## config.mk

```make
export PLATFORM = sky130hd
export DESIGN_NAME = urs_rx_line_status
export DESIGN_NICKNAME = d
export VERILOG_FILES = /design/src/inc/urs_pkg.sv /design/src/urs_rx_line_status.sv
export VERILOG_INCLUDE_DIRS = /design/src /design/src/inc
export SDC_FILE = /design/constraint.sdc
export NUM_CORES = 1
export LEC_CHECK = 0
export ABC_AREA = 1
export BUFFER_PORTS_ARGS = -buffer_cell sky130_fd_sc_hd__buf_2
export CORE_MARGIN = 2
export CORE_UTILIZATION = 60
export DETAILED_ROUTE_END_ITERATION = 8
export GPL_TIMING_DRIVEN = 0
export HOLD_SLACK_MARGIN = 0.03
export PLACE_DENSITY = 0.8
export SYNTH_ARGS = -nofsm -noshare
export SYNTH_HDL_FRONTEND = slang
export SYNTH_SLANG_ARGS = --single-unit
```

## constraint.sdc

```tcl
create_clock -name clk_i -period 3.5 [get_ports clk_i]
set_input_delay 0.175 -clock clk_i [delete_from_list [all_inputs] [get_ports clk_i]]
set_output_delay 0.175 -clock clk_i [all_outputs]
set_load 0.01 [all_outputs]
```

## src/inc/urs_defs.svh

```systemverilog
/*
 * Constants of the receive line status block: register byte addresses,
 * status bit positions, reset values and receiver counts.
 * Assumes a 32-bit APB with byte addresses; included by bare name.
 */
`ifndef URS_DEFS_SVH
`define URS_DEFS_SVH

`define URS_ADDR_RXBUF 32'he0010000
`define URS_ADDR_FCR 32'he0010008
`define URS_ADDR_LSR 32'he0010014
`define URS_ADDR_CFG 32'he0010020
`define URS_ADDR_IRQ_ST 32'he0010024
`define URS_ADDR_IRQ_MASK 32'he0010028

`define URS_LSR_RDR 0
`define URS_LSR_OE 1
`define URS_LSR_PE 2
`define URS_LSR_FE 3
`define URS_LSR_BRK 4

`define URS_FCR_EN 0
`define URS_FCR_RST 1
`define URS_CFG_PAR_EN 16
`define URS_CFG_PAR_ODD 17

`define URS_DIV_RST 16'h0001
`define URS_CFG_RST 18'h00001
`define URS_OS_LAST 4'hf
`define URS_OS_MID 4'h7
`define URS_BIT_LAST 3'h7
`define URS_FIFO_DEPTH 5'h10
`define URS_FIFO_ONE 5'h01
`define URS_WORD_ZERO 32'h00000000

`endif

```

## src/inc/urs_pkg.sv

```systemverilog
/*
 * Types of the receive line status block: receiver states, the FIFO
 * entry that carries a character with its error tags.
 * Assumes urs_defs.svh for all numeric constants.
 */
package urs_pkg;

    typedef enum logic [2:0] {
        RX_IDLE,
        RX_START,
        RX_DATA,
        RX_PARITY,
        RX_STOP,
        RX_BRK_WAIT
    } urs_state_e;

    typedef struct packed {
        logic brk;
        logic fe;
        logic pe;
        logic [7:0] data;
    } urs_entry_s;

    typedef logic [4:0] urs_irq_t;

endpackage

```

## src/urs_rx_line_status.sv

```systemverilog
/*
 * UART receiver with a 16-entry receive FIFO, read-only line status
 * register, event interrupt and an APB slave for software access.
 * Assumes rx_serial_input_i is already synchronous to clk_i, one clock.
 */
// Implementation choice: the APB register port.
// Notes on behaviour
// - Data ready while FIFO holds unread character
// - Overrun flag set at once, read clears
// - Overrun keeps FIFO, drops new character
// - Parity error flag set, read clears
// - Stop bit low sets framing flag
// - Framing error resyncs on bad stop bit
// - Break when line low whole character
// - After break wait for marking level
// - Status read clears the break flag
// - Parity, framing and break flags follow FIFO head character
// - Line status register is read only
`timescale 1ns/1ns
`include "urs_defs.svh"

module urs_rx_line_status
(
    input wire logic clk_i,
    input wire logic sys_rst_i,
    input wire logic psel_i,
    input wire logic penable_i,
    input wire logic pwrite_i,
    input wire logic [31:0] paddr_i,
    input wire logic [31:0] pwdata_i,
    output logic [31:0] prdata_o,
    output logic pready_o,
    output logic pslverr_o,
    input wire logic rx_serial_input_i,
    output logic irq_o
);
    urs_pkg::urs_state_e state_q;
    urs_pkg::urs_entry_s mem_q [16];
    urs_pkg::urs_entry_s rx_entry;
    urs_pkg::urs_entry_s head_new;
    urs_pkg::urs_irq_t irq_st_q;
    urs_pkg::urs_irq_t irq_mask_q;
    urs_pkg::urs_irq_t irq_set;
    logic irq_want;
    logic [31:0] prdata_q;
    logic [31:0] rd_val;
    logic pready_q;
    logic pslverr_q;
    logic irq_q;
    logic acc_start;
    logic acc_done;
    logic mapped;
    logic [17:0] cfg_q;
    logic fifo_en_q;
    logic [15:0] div_cnt_q;
    logic tick;
    logic [3:0] os_cnt_q;
    logic [2:0] bit_cnt_q;
    logic [7:0] shift_q;
    logic par_bad_q;
    logic zero_q;
    logic rx_done;
    logic rx_brk;
    logic [3:0] wr_ptr_q;
    logic [3:0] rd_ptr_q;
    logic [4:0] count_q;
    logic full;
    logic push;
    logic pop;
    logic fifo_rst;
    logic overrun_evt;
    logic head_evt;
    logic oe_q;
    logic pe_flag_q;
    logic fe_flag_q;
    logic brk_flag_q;
    logic lsr_rd_done;
    logic [7:0] lsr_val;

    assign prdata_o = prdata_q;
    assign pready_o = pready_q;
    assign pslverr_o = pslverr_q;
    assign irq_o = irq_q;

    // APB handshake: one wait state, answer registered
    assign acc_start = psel_i && penable_i && !pready_q;
    assign acc_done = psel_i && penable_i && pready_q;
    assign mapped = (paddr_i == `URS_ADDR_RXBUF) || (paddr_i == `URS_ADDR_FCR) ||
                    (paddr_i == `URS_ADDR_LSR) || (paddr_i == `URS_ADDR_CFG) ||
                    (paddr_i == `URS_ADDR_IRQ_ST) || (paddr_i == `URS_ADDR_IRQ_MASK);
    assign lsr_rd_done = acc_done && !pwrite_i && (paddr_i == `URS_ADDR_LSR);

    assign lsr_val = {3'h0, brk_flag_q, fe_flag_q, pe_flag_q, oe_q, (count_q != 5'h00)};

    always_comb
    begin
        rd_val = `URS_WORD_ZERO;
        unique case (paddr_i)
            `URS_ADDR_RXBUF: rd_val = {24'h000000, mem_q[rd_ptr_q].data};
            `URS_ADDR_FCR: rd_val = {31'h00000000, fifo_en_q};
            `URS_ADDR_LSR: rd_val = {24'h000000, lsr_val};
            `URS_ADDR_CFG: rd_val = {14'h0000, cfg_q};
            `URS_ADDR_IRQ_ST: rd_val = {27'h0000000, irq_st_q};
            `URS_ADDR_IRQ_MASK: rd_val = {27'h0000000, irq_mask_q};
            default: rd_val = `URS_WORD_ZERO;
        endcase
    end

    always_ff @(posedge clk_i)
    begin
        if (sys_rst_i)
        begin
            pready_q <= 1'b0;
            pslverr_q <= 1'b0;
            prdata_q <= `URS_WORD_ZERO;
        end
        else
        begin
            pready_q <= acc_start;
            pslverr_q <= acc_start && !mapped;
            if (acc_start && !pwrite_i)
                prdata_q <= rd_val;
        end
    end

    // Writable control registers; the status register address takes no write
    always_ff @(posedge clk_i)
    begin
        if (sys_rst_i)
        begin
            cfg_q <= `URS_CFG_RST;
            fifo_en_q <= 1'b0;
            irq_mask_q <= 5'h00;
        end
        else if (acc_done && pwrite_i)
        begin
            if (paddr_i == `URS_ADDR_CFG)
                cfg_q <= pwdata_i[17:0];
            if (paddr_i == `URS_ADDR_FCR)
                fifo_en_q <= pwdata_i[`URS_FCR_EN];
            if (paddr_i == `URS_ADDR_IRQ_MASK)
                irq_mask_q <= pwdata_i[4:0];
        end
    end

    // Oversampling tick: sixteen per bit time
    assign tick = (div_cnt_q == 16'h0000);

    always_ff @(posedge clk_i)
    begin
        if (sys_rst_i)
            div_cnt_q <= 16'h0000;
        else if (tick)
            div_cnt_q <= 16'(cfg_q[15:0] - 16'h0001);
        else
            div_cnt_q <= 16'(div_cnt_q - 16'h0001);
    end

    // Receive shift register
    always_ff @(posedge clk_i)
    begin
        if (sys_rst_i)
        begin
            state_q <= urs_pkg::RX_IDLE;
            os_cnt_q <= 4'h0;
            bit_cnt_q <= 3'h0;
            shift_q <= 8'h00;
            par_bad_q <= 1'b0;
            zero_q <= 1'b0;
        end
        else
        begin
            unique case (state_q)
                urs_pkg::RX_IDLE:
                begin
                    os_cnt_q <= 4'h0;
                    if (!rx_serial_input_i)
                        state_q <= urs_pkg::RX_START;
                end
                urs_pkg::RX_START:
                begin
                    if (tick && os_cnt_q == `URS_OS_MID)
                    begin
                        os_cnt_q <= 4'h0;
                        bit_cnt_q <= 3'h0;
                        zero_q <= 1'b1;
                        par_bad_q <= 1'b0;
                        state_q <= rx_serial_input_i ? urs_pkg::RX_IDLE : urs_pkg::RX_DATA;
                    end
                    else if (tick)
                    begin
                        os_cnt_q <= 4'(os_cnt_q + 4'h1);
                    end
                end
                urs_pkg::RX_DATA, urs_pkg::RX_PARITY, urs_pkg::RX_STOP:
                begin
                    if (tick && os_cnt_q == `URS_OS_LAST)
                    begin
                        os_cnt_q <= 4'h0;
                        zero_q <= zero_q && !rx_serial_input_i;
                        if (state_q == urs_pkg::RX_DATA)
                        begin
                            shift_q <= {rx_serial_input_i, shift_q[7:1]};
                            bit_cnt_q <= 3'(bit_cnt_q + 3'h1);
                            if (bit_cnt_q == `URS_BIT_LAST)
                            begin
                                state_q <= cfg_q[`URS_CFG_PAR_EN] ? urs_pkg::RX_PARITY : urs_pkg::RX_STOP;
                            end
                        end
                        else if (state_q == urs_pkg::RX_PARITY)
                        begin
                            par_bad_q <= (^shift_q ^ rx_serial_input_i) != cfg_q[`URS_CFG_PAR_ODD];
                            state_q <= urs_pkg::RX_STOP;
                        end
                        else if (rx_brk)
                        begin
                            state_q <= urs_pkg::RX_BRK_WAIT;
                        end
                        else if (!rx_serial_input_i)
                        begin
                            bit_cnt_q <= 3'h0;
                            zero_q <= 1'b0;
                            par_bad_q <= 1'b0;
                            state_q <= urs_pkg::RX_DATA;
                        end
                        else
                        begin
                            state_q <= urs_pkg::RX_IDLE;
                        end
                    end
                    else if (tick)
                    begin
                        os_cnt_q <= 4'(os_cnt_q + 4'h1);
                    end
                end
                urs_pkg::RX_BRK_WAIT:
                begin
                    if (rx_serial_input_i)
                        state_q <= urs_pkg::RX_IDLE;
                end
                default:
                    state_q <= urs_pkg::RX_IDLE;
            endcase
        end
    end

    assign rx_done = (state_q == urs_pkg::RX_STOP) && tick && (os_cnt_q == `URS_OS_LAST);
    assign rx_brk = zero_q && !rx_serial_input_i;
    assign rx_entry = '{brk: rx_brk, fe: !rx_serial_input_i, pe: par_bad_q && !rx_brk,
                        data: rx_brk ? 8'h00 : shift_q};

    // Receive FIFO; one entry deep while the FIFO is disabled
    assign fifo_rst = acc_done && pwrite_i && (paddr_i == `URS_ADDR_FCR) && pwdata_i[`URS_FCR_RST];
    assign full = fifo_en_q ? (count_q >= `URS_FIFO_DEPTH) : (count_q >= `URS_FIFO_ONE);
    assign push = rx_done && !full;
    assign overrun_evt = rx_done && full;
    assign pop = acc_done && !pwrite_i && (paddr_i == `URS_ADDR_RXBUF) && (count_q != 5'h00);

    always_ff @(posedge clk_i)
    begin
        if (sys_rst_i || fifo_rst)
        begin
            wr_ptr_q <= 4'h0;
            rd_ptr_q <= 4'h0;
            count_q <= 5'h00;
        end
        else
        begin
            if (push)
            begin
                mem_q[wr_ptr_q] <= rx_entry;
                wr_ptr_q <= 4'(wr_ptr_q + 4'h1);
            end
            if (pop)
                rd_ptr_q <= 4'(rd_ptr_q + 4'h1);
            count_q <= 5'(count_q + {4'h0, push} - {4'h0, pop});
        end
    end

    // A character reaching the FIFO head reports its error tags
    assign head_evt = !fifo_rst && ((push && (count_q == 5'h00 || (pop && count_q == 5'h01))) ||
                                    (pop && count_q > 5'h01));
    assign head_new = (pop && count_q > 5'h01) ? mem_q[4'(rd_ptr_q + 4'h1)] : rx_entry;

    // Clear-on-read flags: clear only what the read returned, set wins
    always_ff @(posedge clk_i)
    begin
        if (sys_rst_i)
        begin
            oe_q <= 1'b0;
            pe_flag_q <= 1'b0;
            fe_flag_q <= 1'b0;
            brk_flag_q <= 1'b0;
        end
        else
        begin
            oe_q <= overrun_evt || (oe_q && !(lsr_rd_done && prdata_q[`URS_LSR_OE]));
            pe_flag_q <= (head_evt && head_new.pe) ||
                         (pe_flag_q && !(lsr_rd_done && prdata_q[`URS_LSR_PE]));
            fe_flag_q <= (head_evt && head_new.fe) ||
                         (fe_flag_q && !(lsr_rd_done && prdata_q[`URS_LSR_FE]));
            brk_flag_q <= (head_evt && head_new.brk) ||
                          (brk_flag_q && !(lsr_rd_done && prdata_q[`URS_LSR_BRK]));
        end
    end

    // Sticky interrupt status, write one to clear, set wins
    assign irq_set = {head_evt && head_new.brk, head_evt && head_new.fe, head_evt && head_new.pe, overrun_evt, push};
    assign irq_want = |(irq_st_q & irq_mask_q);

    always_ff @(posedge clk_i)
    begin
        if (sys_rst_i)
        begin
            irq_st_q <= 5'h00;
            irq_q <= 1'b0;
        end
        else
        begin
            if (acc_done && pwrite_i && paddr_i == `URS_ADDR_IRQ_ST)
                irq_st_q <= (irq_st_q & ~pwdata_i[4:0]) | irq_set;
            else
                irq_st_q <= irq_st_q | irq_set;
            irq_q <= irq_want;
        end
    end
endmodule // urs_rx_line_status

```

==> key figures <==
Timing
  • Clock Skew: about 8.2 ps
  • Fmax: roughly 0.30 GHz
  • Unrepaired setup endpoints after global routing: no
  • Setup violations, final: 0
  • Total Neg Setup Slack: 0 ps
  • Slew HR: 0.873%
  • Final hold violations: 0
  • Final period util: 94.6%
  • Slew Viols, Final: 0
  • Tmin final: approximately 3300 ps
  • Slew at the pin with the worst max-slew slack: between 1000 and 1500 ps

Status
  • Violated checks: max-capacitance violations
  • Run status: complete, but fails checks

Yosys
  • Seq/Total Area, Yosys: 56.9%
  • EDFF count, synth: ~180
  • Synth warn: 0
  • Mean Syn Cell Area: around 8.9 µm²
  • Cell taking the most area after synthesis: edfxtp_1
  • Synth Flop Type: edfxtp_1
  • Top cells by area, synth: edfxtp_1, dfxtp_1, nand2_1
  • Synth Cell Area: 13000 µm²
  • Synth Instances: 1470
  • Flops & latches, synth: around 280
  • Async set-or-reset flop fraction in the synthesized netlist: 0%
  • Unique masters post-synth: between 40 and 50
  • Post-synth top area share: between 40% and 50%

Worst setup path
  • Worst flop-to-flop path endpoint: count_q[4]
  • Endpoint class of the critical path: register
  • Bufs and invs on worst path: 5
  • Crit path from: count_q[1]
  • Origin of the critical flop-to-flop path: count_q[1]
  • Critical Path Source Type: register
  • Critical Path Max Stage Delay: around 400 ps
  • Crit path max-delay family: adder cells
  • Critical path type: reg2reg
  • CP arrival: about 3700 ps
  • CP Max Fanout: 10
  • R2R setup slack: between 150 and 200 ps
  • R2R cell count: 17
  • Worst Path Required: between 3000 and 4000 ps
  • Most Frequent Cell on Critical Path: inv_1
  • Cell Chain, Critical Path: inv_1 > ha_1 > nand3_1 > nand2_1 > o21ai_0 > nor2_4 > inv_1 > ha_1 > inv_1 > ha_1 > inv_1 > fa_1 > inv_1 > a21oi_1 > o21bai_1 > or2_2 > a21oi_1
  • Crit-path slowest cell: nor2_4

Final layout
  • Area taken by multi-input logic gates: around 4800 µm²
  • Ratio of cells with drive above 1 in the final layout: between 10% and 20%
  • Sequential Area: ~7400 µm²
  • NumNets Final: 1700
  • Antenna Cells: 0
  • Fillers: between 1500 and 2000
  • Util after Layout: between 70% and 80%
  • Final cell count without fillers: 1909
  • Area grow syn2layout: 15.2%
  • Final instance area: about 15000 µm²

Clocking
  • Hold Buf Count CTS: 20
  • Worst skew pair latency: roughly 550 ps
  • PostCTS Resize Cnt: 0
  • Post-CTS Repair Setup Buffers: 0
  • CTS tree: yes
  • Root buffer cell: clkbuf_16
  • Total CTS buffers: 28
  • Clk sinks: ~280
  • CTS max path bufs: 3
  • Htree depth: 1
  • Clock transition at path regs: 60 ps

Die
  • Die ar.: 22900 µm²
  • Die W: 151 µm
  • Starting Density: roughly 62%
  • Io pins: approximately 110
  • Row count: 53
  • Die Height: ~150 µm
  • Core footprint: between 20000 and 25000 µm²

Route
  • Average wire per standard cell: 18.6 µm
  • Iteration count of the initial detailed-routing pass: 6
  • DR WL met2: 16.5 mm
  • Vias: ~11000
  • Top sig layer: met4
  • Wire length on met1: 13.6 mm
  • Drt first-iter violations: roughly 1300
  • Routed Wire Length: ~36 mm
  • Antenna viol nets, final: 0
  • # DRC: 0
  • Met3 WL post-DR: ~4.2 mm
  • Vias per cell: between 5 and 6

Pwr
  • Switching share of power: between 20% and 30%
  • Pint: 0.00599 W
  • Register share of total power: between 40% and 50%
  • Clk pwr share: a little over a third
  • Peak supply drop: roughly 420 µV
  • NetSw: approximately 0.0025 W
  • Static Leak: around 6.1 nW
  • Pwr dens: ~560 nW/µm²
  • Gate power share: about a fifth

GRT
  • Pin count of the biggest net entering global routing: 26
  • Vias in the first global route: between 10000 and 15000
  • Aggregate global routing overflow: 0
  • Antenna violations before repair: 0
  • Global-route wire length before repair: ~54 mm
  • GR Util All Layers: a little under a third

Worst hold path
  • Worst Hold Launch: sys_rst_i
  • Hold path cells: 4
  • Hold crit path type: in2reg
  • Worst Hold Endpoint: zero_q

Place
  • Final GP Congestion: 0.911
  • Post-DP HPWL: around 24 mm
  • Number of port buffers: between 70 and 80
  • Dpl cells: between 1500 and 2000
  • Post-Place Cell Area: approximately 14000 µm²

Run
  • Maxcap violations: 2
-- synthesized netlist by cell type (13+ instances only) --
cell type  instances
a21oi_1           94
buf_2             19
buf_4             16
clkbuf_1          24
dfxtp_1          107
edfxtp_1         176
ha_1              17
inv_1            128
nand2_1          341
nand3_1          180
nor2_1           170
nor2_2            13
o21ai_0           62
-- flip-flops by register name, indices dropped and copies added (netlist names), named ones only --
name,count
mem_q,176
cfg_q,18
prdata_o,18
div_cnt_q,16
shift_q,8
count_q,5
irq_mask_q,5
irq_st_q,5
os_cnt_q,4
rd_ptr_q,4
wr_ptr_q,4
bit_cnt_q,3
state_q,3
brk_flag_q,1
fe_flag_q,1
fifo_en_q,1
irq_o,1
oe_q,1
par_bad_q,1
pe_flag_q,1
pready_o,1
pslverr_o,1
zero_q,1
-- cell families after synthesis --
group	Yosys count	share of synthesized area (%)
fa+ha+maj	18	1.78
simple gates	751	25.3
buf+inv	209	6.84
xor+xnor	12	0.806
other cells	1	0.0287
flops	283	56.9
compound gates	196	8.33
-- layout by cell type (no fill, tap or decap), types with 6 or more instances in the layout --
cell / Yosys / final
a211oi_1: 12 / 12
a21oi_1: 94 / 94
nand3_1: 180 / 180
conb_1: 1 / 14
clkbuf_1: 24 / 29
clkbuf_16: 0 / 31
clkinv_2: 1 / 7
o31ai_1: 12 / 12
dfxtp_1: 107 / 107
nand2_1: 341 / 341
clkbuf_8: 0 / 8
inv_1: 128 / 128
edfxtp_1: 176 / 176
dlygate4sd3_1: 0 / 20
nor2_4: 8 / 8
buf_1: 6 / 6
xnor2_1: 7 / 7
buf_6: 3 / 6
nor2_1: 170 / 166
nand4_1: 8 / 8
buf_2: 19 / 95
nor2_2: 13 / 17
o21ai_0: 62 / 62
ha_1: 17 / 17
buf_4: 16 / 16
nor3_1: 9 / 8
inv_2: 10 / 10
-- per-stage QoR --
step | total power (W) | setup WS (ps) | hold WS (ps)
2_1_floorplan | 0.00507 | 845 | 303
3_5_place_dp | 0.00541 | 258 | 406
5_1_grt | 0.00877 | 43.3 | 83.8
3_3_place_gp | 0.00537 | -80.3 | 402
6_report | 0.00844 | 189 | 55.1
4_1_cts | 0.00841 | 258 | 43.9
-- power groups by stage --
stage	Combinational, W	Sequential [W]	Clock (W)
2_1_floorplan	0.00129	0.00377	0
3_3_place_gp	0.00158	0.00378	0
3_5_place_dp	0.00162	0.00379	0
4_1_cts	0.00165	0.00372	0.00304
5_1_grt	0.00187	0.00373	0.00317
6_report	0.00167	0.00372	0.00305
-- area by class of cell --
class / instances / area share, %
multi-input cells: 991 / 31.9
repair buffers: 99 / 4.09
well taps: 275 / 2.29
plain buffers: 68 / 2.41
clock inverters: 8 / 0.358
flip-flops and latches: 283 / 49.4
clock buffers: 44 / 6.02
inverters: 141 / 3.53
-- worst max path at each step --
stage | depth (start not counted) | slack (ps) | endpoint
2_1_floorplan | 16 | 850 | count_q[4]
3_3_place_gp | 8 | -80 | mem_q[11][0]
3_5_place_dp | 8 | 260 | mem_q[15][0]
4_1_cts | 17 | 260 | count_q[4]
5_1_grt | 17 | 40 | count_q[4]
6_report | 17 | 190 | count_q[4]
-- tightest hold or removal path, stage by stage --
cell and delay [ps]:
buf_2 110, inv_1 120, o21ai_0 100, a21oi_1 40
-- routing by layer --
metal  vias to the layer above  GRT usage, %
met3                       106          6.17
li1                       5163             -
met5                         -             0
met1                      5102          42.3
met4                         0          11.4
met2                       731          49.1
Note: power is estimated with default switching activity, not from simulation.
